`src/fault_supervisor_params.svh`:
```
`ifndef FAULT_SUPERVISOR_PARAMS_SVH
`define FAULT_SUPERVISOR_PARAMS_SVH
`define ERR_FREQ_STOP 16'h1770
`define ERR_IMAGE 16'h7D03
`define ERR_ROOT_RELAY 16'h7D04
`define ERR_RELAY_ONE 16'h7D05
`define ERR_RELAY_TWO 16'h7D06
`define ERR_SUPPLY_VCC 16'h7929
`define ERR_SUPPLY_MID 16'h7928
`define ERR_SYNC_CONFLICT 16'h88E3
`define ERR_STOP_FOLLOW 16'hA0FF
`define ERR_SIGNAL 16'h2814
`define ERR_NONE 16'hFFFF
`define VOLT_OFFSET 16'h00AA
`define VOLT_NUM 32'h0000_2710
`define VOLT_DEN 32'h0000_04B4
`define DEV_TIME_US 1000
`define DEV_CYCLES (`DEV_TIME_US * 100)
`define STOP_TIME_US 10000
`define STOP_CYCLES (`STOP_TIME_US * 100)
`endif

```
`src/fault_supervisor_pkg.sv`:
```
package fault_supervisor_pkg;
  typedef enum logic [1:0] {
    ST_RUN = 2'b00,
    ST_STOP = 2'b01,
    ST_WAIT = 2'b11
  } run_state_e;
  typedef logic [15:0] err_code_t;
endpackage : fault_supervisor_pkg

```
`src/speed_monitor_fault_supervisor.sv`:
```
`timescale 1ns/1ps
`default_nettype none
`include "fault_supervisor_params.svh"
module speed_monitor_fault_supervisor
  import fault_supervisor_pkg::*;
#(
  parameter int unsigned DEV_CYCLES = `DEV_CYCLES,
  parameter int unsigned STOP_CYCLES = `STOP_CYCLES
) (
  input wire logic i_ref_clk,
  input wire logic i_rst,
  input wire logic [5:0] i_track_ok,
  input wire logic i_prox_a_valid,
  input wire logic i_prox_b_valid,
  input wire logic i_freq_out_of_tol,
  input wire logic i_above_standstill,
  input wire logic i_start_input_terminal,
  input wire logic i_startup_ok,
  input wire logic [1:0] i_range_ok,
  input wire logic [1:0] i_image_local,
  input wire logic [1:0] i_image_partner,
  input wire logic i_root_cmd,
  input wire logic i_root_fb,
  input wire logic i_relay_output_one_fb,
  input wire logic i_relay_output_two_fb,
  input wire logic i_relay_output_one_cmd,
  input wire logic i_relay_output_two_cmd,
  input wire logic i_supply_vcc_fail,
  input wire logic i_supply_mid_fail,
  input wire logic i_sync_start_sel,
  input wire logic i_analog_out_en,
  input wire logic i_error_out_fn,
  input wire logic i_volt_fault,
  input wire logic [7:0] i_volt_mv_code,
  output logic o_fault_led,
  output logic o_freq_warning,
  output logic o_outputs_enable,
  output logic [1:0] o_range_ok,
  output logic [15:0] o_error_code,
  output logic o_follow_on,
  output logic [7:0] o_error_param_high,
  output logic [7:0] o_error_param_low,
  output logic [15:0] o_track_mv
);
  // two-flop synchronisers for pin inputs
  logic [11:0] sync1;
  logic [11:0] sync2;
  always_ff @(posedge i_ref_clk or posedge i_rst) begin
    if (i_rst) begin
      sync1 <= 12'h000;
      sync2 <= 12'h000;
    end else begin
      sync1 <= {i_root_fb, i_relay_output_one_fb, i_relay_output_two_fb,
                i_start_input_terminal, i_prox_a_valid, i_prox_b_valid,
                i_track_ok};
      sync2 <= sync1;
    end
  end
  logic [5:0] track_ok;
  logic prox_b, prox_a, start_in, relay_output_two_fb, relay_output_one_fb, root_fb;
  assign track_ok = sync2[5:0];
  assign prox_b = sync2[6];
  assign prox_a = sync2[7];
  assign start_in = sync2[8];
  assign relay_output_two_fb = sync2[9];
  assign relay_output_one_fb = sync2[10];
  assign root_fb = sync2[11];

  logic start_prev;
  logic start_fall;
  assign start_fall = start_prev && !start_in;

  logic both_valid;
  assign both_valid = prox_a && prox_b;

  // open circuit on any track
  logic open_circuit;
  assign open_circuit = ~&track_ok;

  logic dev_expired, stop_expired, stop_cond, dev_cond;
  assign dev_cond = i_freq_out_of_tol && !both_valid;
  assign stop_cond = dev_cond && !i_above_standstill;
  persist_timer #(.LIMIT(DEV_CYCLES)) u_dev_timer (
    .i_ref_clk(i_ref_clk),
    .i_rst(i_rst),
    .i_cond(i_freq_out_of_tol),
    .o_expired(dev_expired)
  );
  persist_timer #(.LIMIT(STOP_CYCLES)) u_stop_timer (
    .i_ref_clk(i_ref_clk),
    .i_rst(i_rst),
    .i_cond(stop_cond),
    .o_expired(stop_expired)
  );

  logic warn, next_warn;
  logic freq_stop, next_freq_stop;
  always_comb begin
    next_warn = warn;
    if (dev_expired) begin
      next_warn = 1'b1;
    end else if (both_valid) begin
      next_warn = 1'b0;
    end
    next_freq_stop = freq_stop;
    if (stop_expired) begin
      next_freq_stop = 1'b1;
    end else if ((both_valid && i_above_standstill) || start_fall) begin
      next_freq_stop = 1'b0;
    end
  end

  logic image_err, root_err, relay_output_one_err, relay_output_two_err, sync_err;
  assign image_err = i_image_local != i_image_partner;
  assign root_err = root_fb != i_root_cmd;
  assign relay_output_one_err = relay_output_one_fb != i_relay_output_one_cmd;
  assign relay_output_two_err = relay_output_two_fb != i_relay_output_two_cmd;
  assign sync_err = i_sync_start_sel && (i_analog_out_en || i_error_out_fn);

  logic hard_fault;
  assign hard_fault = open_circuit || freq_stop || image_err || root_err ||
                      relay_output_one_err || relay_output_two_err || i_supply_vcc_fail ||
                      i_supply_mid_fail || sync_err;

  // error code priority encoder
  err_code_t code;
  always_comb begin
    if (i_supply_vcc_fail) begin
      code = `ERR_SUPPLY_VCC;
    end else if (i_supply_mid_fail) begin
      code = `ERR_SUPPLY_MID;
    end else if (image_err) begin
      code = `ERR_IMAGE;
    end else if (root_err) begin
      code = `ERR_ROOT_RELAY;
    end else if (relay_output_one_err) begin
      code = `ERR_RELAY_ONE;
    end else if (relay_output_two_err) begin
      code = `ERR_RELAY_TWO;
    end else if (sync_err) begin
      code = `ERR_SYNC_CONFLICT;
    end else if (freq_stop) begin
      code = `ERR_FREQ_STOP;
    end else if (open_circuit) begin
      code = `ERR_SIGNAL;
    end else begin
      code = `ERR_NONE;
    end
  end

  run_state_e state, next_state;
  always_comb begin
    case (state)
      ST_RUN: next_state = hard_fault ? ST_STOP : ST_RUN;
      ST_STOP: next_state = hard_fault ? ST_STOP : ST_WAIT;
      ST_WAIT: begin
        if (hard_fault) begin
          next_state = ST_STOP;
        end else if (i_startup_ok) begin
          next_state = ST_RUN;
        end else begin
          next_state = ST_WAIT;
        end
      end
      default: next_state = ST_STOP;
    endcase
  end

  // track voltage from error parameters
  logic [31:0] mv;
  always_comb begin
    if ({o_error_param_high, o_error_param_low} > `VOLT_OFFSET) begin
      mv = (({16'h0000, o_error_param_high, o_error_param_low} -
             32'h0000_00AA) * `VOLT_NUM) / `VOLT_DEN;
    end else begin
      mv = 32'h0000_0000;
    end
  end

  always_ff @(posedge i_ref_clk or posedge i_rst) begin
    if (i_rst) begin
      state <= ST_STOP;
      warn <= 1'b0;
      freq_stop <= 1'b0;
      start_prev <= 1'b0;
      o_error_code <= `ERR_NONE;
      o_follow_on <= 1'b0;
      o_error_param_high <= 8'h00;
      o_error_param_low <= 8'h00;
      o_track_mv <= 16'h0000;
    end else begin
      state <= next_state;
      warn <= next_warn;
      freq_stop <= next_freq_stop;
      start_prev <= start_in;
      o_error_code <= code;
      o_follow_on <= hard_fault && (code != `ERR_NONE);
      if (i_volt_fault) begin
        o_error_param_high <= 8'h00;
        o_error_param_low <= i_volt_mv_code;
      end
      o_track_mv <= mv[15:0];
    end
  end

  assign o_freq_warning = warn;
  assign o_fault_led = warn || hard_fault || (state == ST_STOP);
  assign o_outputs_enable = (state == ST_RUN) && !hard_fault;
  assign o_range_ok = warn ? 2'b00 : i_range_ok;

  fault_off_a: assert property (@(posedge i_ref_clk) disable iff (i_rst)
    open_circuit |-> !o_outputs_enable) else $error("outputs on in fault");
  code_hold_a: assert property (@(posedge i_ref_clk) disable iff (i_rst)
    (open_circuit && !i_supply_vcc_fail && !i_supply_mid_fail && !image_err
     && !root_err && !relay_output_one_err && !relay_output_two_err && !sync_err && !freq_stop)
    |=> (o_error_code == `ERR_SIGNAL)) else $error("signal code lost");
  restart_gate_a: assert property (@(posedge i_ref_clk) disable iff (i_rst)
    ($rose(o_outputs_enable)) |-> $past(i_startup_ok))
    else $error("restart without start-up");
  warn_range_a: assert property (@(posedge i_ref_clk) disable iff (i_rst)
    o_freq_warning |-> (o_range_ok == 2'b00)) else $error("range not failed");
  warn_clear_a: assert property (@(posedge i_ref_clk) disable iff (i_rst)
    (both_valid && !dev_expired) |=> !o_freq_warning)
    else $error("warning stuck");
  stop_off_a: assert property (@(posedge i_ref_clk) disable iff (i_rst)
    freq_stop |-> !o_outputs_enable) else $error("6000 outputs on");
  stop_clear_a: assert property (@(posedge i_ref_clk) disable iff (i_rst)
    (freq_stop && start_fall && !stop_expired) |=> !freq_stop)
    else $error("6000 not cleared");
  vcc_code_a: assert property (@(posedge i_ref_clk) disable iff (i_rst)
    i_supply_vcc_fail |=> (o_error_code == `ERR_SUPPLY_VCC))
    else $error("supply code wrong");
  empty_code_a: assert property (@(posedge i_ref_clk) disable iff (i_rst)
    (o_error_code == `ERR_NONE) |-> !o_follow_on)
    else $error("follow-on alone");
  led_or_a: assert property (@(posedge i_ref_clk) disable iff (i_rst)
    (o_freq_warning || hard_fault) |-> o_fault_led)
    else $error("lamp dark in fault");
endmodule : speed_monitor_fault_supervisor
`default_nettype wire

```
`src/persist_timer.sv`:
```
`timescale 1ns/1ps
`default_nettype none
module persist_timer #(
  parameter int unsigned LIMIT = 100000
) (
  input wire logic i_ref_clk,
  input wire logic i_rst,
  input wire logic i_cond,
  output logic o_expired
);
  logic [31:0] count;
  logic [31:0] next_count;
  always_comb begin
    if (!i_cond) begin
      next_count = 32'h0000_0000;
    end else if (count < LIMIT) begin
      next_count = count + 32'h0000_0001;
    end else begin
      next_count = count;
    end
  end
  always_ff @(posedge i_ref_clk or posedge i_rst) begin
    if (i_rst) begin
      count <= 32'h0000_0000;
    end else begin
      count <= next_count;
    end
  end
  assign o_expired = i_cond && (count >= LIMIT);
endmodule : persist_timer
`default_nettype wire

```
`config.mk`:
```
export PLATFORM = sky130hd
export DESIGN_NAME = speed_monitor_fault_supervisor
export DESIGN_NICKNAME = d
export VERILOG_FILES = /design/src/fault_supervisor_pkg.sv /design/src/speed_monitor_fault_supervisor.sv /design/src/persist_timer.sv
export VERILOG_INCLUDE_DIRS = /design/src
export SDC_FILE = /design/constraint.sdc
export NUM_CORES = 1
export LEC_CHECK = 0
export ABC_AREA = 1
export BUFFER_PORTS_ARGS = -buffer_cell sky130_fd_sc_hd__buf_4
export CORE_AREA = 2 2 166 168
export DETAILED_ROUTE_END_ITERATION = 6
export DIE_AREA = 0 0 168 170
export GPL_ROUTABILITY_DRIVEN = 0
export PLACE_DENSITY = 0.72
export SLEW_MARGIN = 5
export SYNTH_ARGS = -nofsm -noshare
export SYNTH_HDL_FRONTEND = slang
export SYNTH_SLANG_ARGS = --single-unit
```
`constraint.sdc`:
```
create_clock -name i_ref_clk -period 16.7 [get_ports i_ref_clk]
set_input_delay 0 -clock i_ref_clk [delete_from_list [all_inputs] [get_ports i_ref_clk]]
set_output_delay 0 -clock i_ref_clk [all_outputs]
set_load 0.01 [all_outputs]
```
==> impl_metrics.csv <==
group,metric,value,unit
logic_synthesis,yosysTopAreaCellShare,20.2,%
clocking,ctsRootBufferMaster,"sky130_fd_sc_hd__clkbuf_16",
sta,report.final.setup_viol,0,
logic_synthesis,avg_cell_area_syn,7.16,um^2
floorplan,core,26700,um^2
clocking,cts_tree,"built",
sta,totalNegativeSetupSlack,0,ps
route,drt-wirelength-per-cell,13.1,um
global_route,grt_util_met1,30.0,%
layout,insertedDiodeCount,0,
floorplan,initial_util,54.3,%
critical_path,worst-setup-path-type,"reg -> reg",
global_route,antenna_found_initial,0,
min_path,hold-path-cell-count,4,
layout,post-route-util,65.1,%
place,io_buffers,85,
sta,post-route-min-period,15780,ps
layout,nFillCells,2261,
floorplan,floorplan.io_pins,94,
global_route,met2_usage,39.7,%
min_path,holdPathEnd,"o_error_code[1]",
logic_synthesis,synth.yosys.warnings,0,
clocking,cts_max_level,4,
critical_path,timing.critical_path.from_type,"register",
logic_synthesis,synth-edff-count,0,
logic_synthesis,synth_seq_area_share,22.9,%
job,timing.max_cap.violations,0,
clocking,clk_latency,420,ps
global_route,globalRoute.totalOverflow,0,
route,drt_first_iter_violations,723,
layout,layout.cells.non_filler,2568,
floorplan,rows,60,
global_route,grt_max_degree,71,
critical_path,cp-startpoint,"o_error_param_low[1]",
clocking,cts.sinks,132,
logic_synthesis,syn_inst,2023,
logic_synthesis,ff_latch_count_synth,132,
route,ant_nets,0,
global_route,grt_busiest_layer,"met2",
layout,nNetsFinal,2328,
floorplan,design.die.area,28600,um^2
clocking,clk_pin_slew,70,ps
status,status,"completed",
layout,area_growth,19.9,%
floorplan,floorplan.die.width,168,um
logic_synthesis,synthTopCellsByCount,"sky130_fd_sc_hd__nand2_1, sky130_fd_sc_hd__inv_1, sky130_fd_sc_hd__nand3_1",
logic_synthesis,syn-cell-area,14500,um^2
critical_path,max_incr_delay_on_cp,490,ps
logic_synthesis,post-synth-top-count-cell,"sky130_fd_sc_hd__nand2_1",
global_route,grt_usage,22.6,%
place,place.detailed.instances,2437,
global_route,wire_length_of_the_first_global_routing_pass,54800,um
critical_path,reg2reg_to,"o_track_mv[0]",
place,place_hpwl,24600,um
clocking,cts_max_path_buffers,2,
critical_path,worst_setup_path_end_kind,"register",
floorplan,fp.dieH,170,um
critical_path,crit_slowest_cell,"sky130_fd_sc_hd__fa_1",
logic_synthesis,postSynth.asyncResetShare,100,%
sta,maxClockFrequency,63.4,MHz
clocking,number_of_buffers_created_by_cts,17,
critical_path,ff2ff_setup_slack,920,ps
min_path,hold_class,"in -> reg",
route,wire_length_reported_by_the_detailed_router,33600,um
route,viasPerCell,5.18,
logic_synthesis,post_synth_main_area_contributors,"sky130_fd_sc_hd__dfrtp_1, sky130_fd_sc_hd__nand2_1, sky130_fd_sc_hd__nand2_4",
logic_synthesis,synthFlopType,"sky130_fd_sc_hd__dfrtp_1",
critical_path,critical_path_required,16980,ps
sta,tightest_slew,895,ps
logic_synthesis,post-synth-top-area-cell,"sky130_fd_sc_hd__dfrtp_1",
route,remaining_drc_errors,0,
sta,period_share,94.5,%
sta,timing.final.max_slew_violations,0,
critical_path,crit_top_cell,"sky130_fd_sc_hd__nand2_4",
critical_path,worst_ep_arrival_time,16060,ps
sta,final_skew,18.5,ps
critical_path,path_max_fanout,8,
route,detailedRoute.firstPassIterationCount,5,
global_route,gr-usage-met3,3.07,%
sta,report.final.hold_viol_count,0,
critical_path,timing.reg2reg.worst_path_depth,120,
global_route,number_of_global_route_vias_before_repair,12165,
logic_synthesis,ys_types,67,
critical_path,crit-reg2reg-launch,"o_error_param_low[1]",
sta,slew-limit-headroom,40.3,%
layout,layout_cells_sized_above_1,30.7,%
route,via_count,13292,
min_path,worst_hold_startpoint,"i_relay_output_two_cmd",
[cell type report]
type	count	area, um^2	share of cell area [%]
inverter	346	1380	7.97
sequential	132	3320	19.1
multi-input combinational	1536	10100	58.3
clock buffer	17	425	2.45
clock inverter	15	138	0.793
timing repair buffer	181	1540	8.85
tap	341	427	2.46
[cells by family after synthesis]
| group | after synthesis | synth area share [%] |
|---|---|---|
| AND/OR/NAND/NOR | 1231 | 47.8 |
| adder cells (fa/ha/maj) | 74 | 7.48 |
| flip-flops | 132 | 22.9 |
| other | 1 | 0.0259 |
| XOR/XNOR | 60 | 4.04 |
| buffers and inverters | 372 | 11.1 |
| AO/OA/AOI/OAI | 153 | 6.65 |
[layout by cell type, fill, tap and decap left out, types with 33 or more instances in the layout]
cell,n
sky130_fd_sc_hd__nand2_4,106
sky130_fd_sc_hd__ha_1,49
sky130_fd_sc_hd__nor3_1,33
sky130_fd_sc_hd__a21oi_1,46
sky130_fd_sc_hd__inv_2,43
sky130_fd_sc_hd__o21ai_0,56
sky130_fd_sc_hd__nand3_2,53
sky130_fd_sc_hd__dfrtp_1,116
sky130_fd_sc_hd__nand2_1,429
sky130_fd_sc_hd__xor2_1,39
sky130_fd_sc_hd__inv_1,271
sky130_fd_sc_hd__dlygate4sd3_1,46
sky130_fd_sc_hd__nand3_1,187
sky130_fd_sc_hd__nor2_1,139
sky130_fd_sc_hd__buf_4,128
sky130_fd_sc_hd__nand2_2,148
sky130_fd_sc_hd__nand4_1,40
[worst max-delay path by stage]
stage | to | slack (ps) | cells after the start
global placement | o_track_mv[0] | 280 | 119
finish | o_track_mv[0] | 920 | 120
CTS | o_track_mv[0] | 30 | 121
floorplan | o_track_mv[0] | 1970 | 127
detailed placement | o_track_mv[0] | -60 | 119
global route | o_track_mv[0] | -290 | 126
[layer usage]
| metal | vias up | part of all wire, % | routed length, um |
|---|---|---|---|
| met4 | 0 | 0.91 | 306 |
| met3 | 26 | 4.2 | 1410 |
| li1 | 6782 | - | - |
| met5 | - | 0 | 0 |
| met1 | 6194 | 46 | 15400 |
| met2 | 290 | 49 | 16500 |
[critical path, delay by kind of cell (launching register included)]
| kind | cells | cell delay (ps) |
|---|---|---|
| and+or+nand+nor | 92 | 9740 |
| adders and majority gates | 8 | 2620 |
| buffers and inverters | 12 | 1320 |
| AOI/OAI and AO/OA | 6 | 1080 |
| DFF | 1 | 440 |
| xor gates and xnor gates | 2 | 340 |
[per-stage QoR]
| stage | setup WS, ps | hold slack [ps] | cell area, um^2 |
|---|---|---|---|
| final | 919 | 0.274 | 17400 |
| after global placement | 279 | 110 | 15400 |
| after global routing | -292 | 53.5 | 17400 |
| after detailed placement | -56.6 | 111 | 15400 |
| after CTS | 30.9 | 3.41 | 16400 |
| after floorplan | 1970 | 31.4 | 14500 |
[timing repair]
| action | 4_1_cts | 5_1_grt |
|---|---|---|
| cloned | 0 | 8 |
| buffers inserted | 0 | 45 |
| setup endpoints to repair | 1 | 2 |
| resized for setup | 2 | 95 |
| endpoints found under the hold margin | 115 | 0 |
| pin swaps | 0 | 52 |
| hold buffers | 46 | 0 |
[flip-flops by register name, summed over array words and instances, names as in the netlist]
name and count:
u_dev_timer.count 32, u_stop_timer.count 32, o_track_mv 16, o_error_code 14, sync1 12, sync2 12, o_error_param_low 8, state 2
freq_stop 1, o_follow_on 1, o_freq_warning 1, start_prev 1
Power is left out: the tool's default activity adds up to more than one toggle a clock period on the data nets, which glitch-free logic cannot reach.
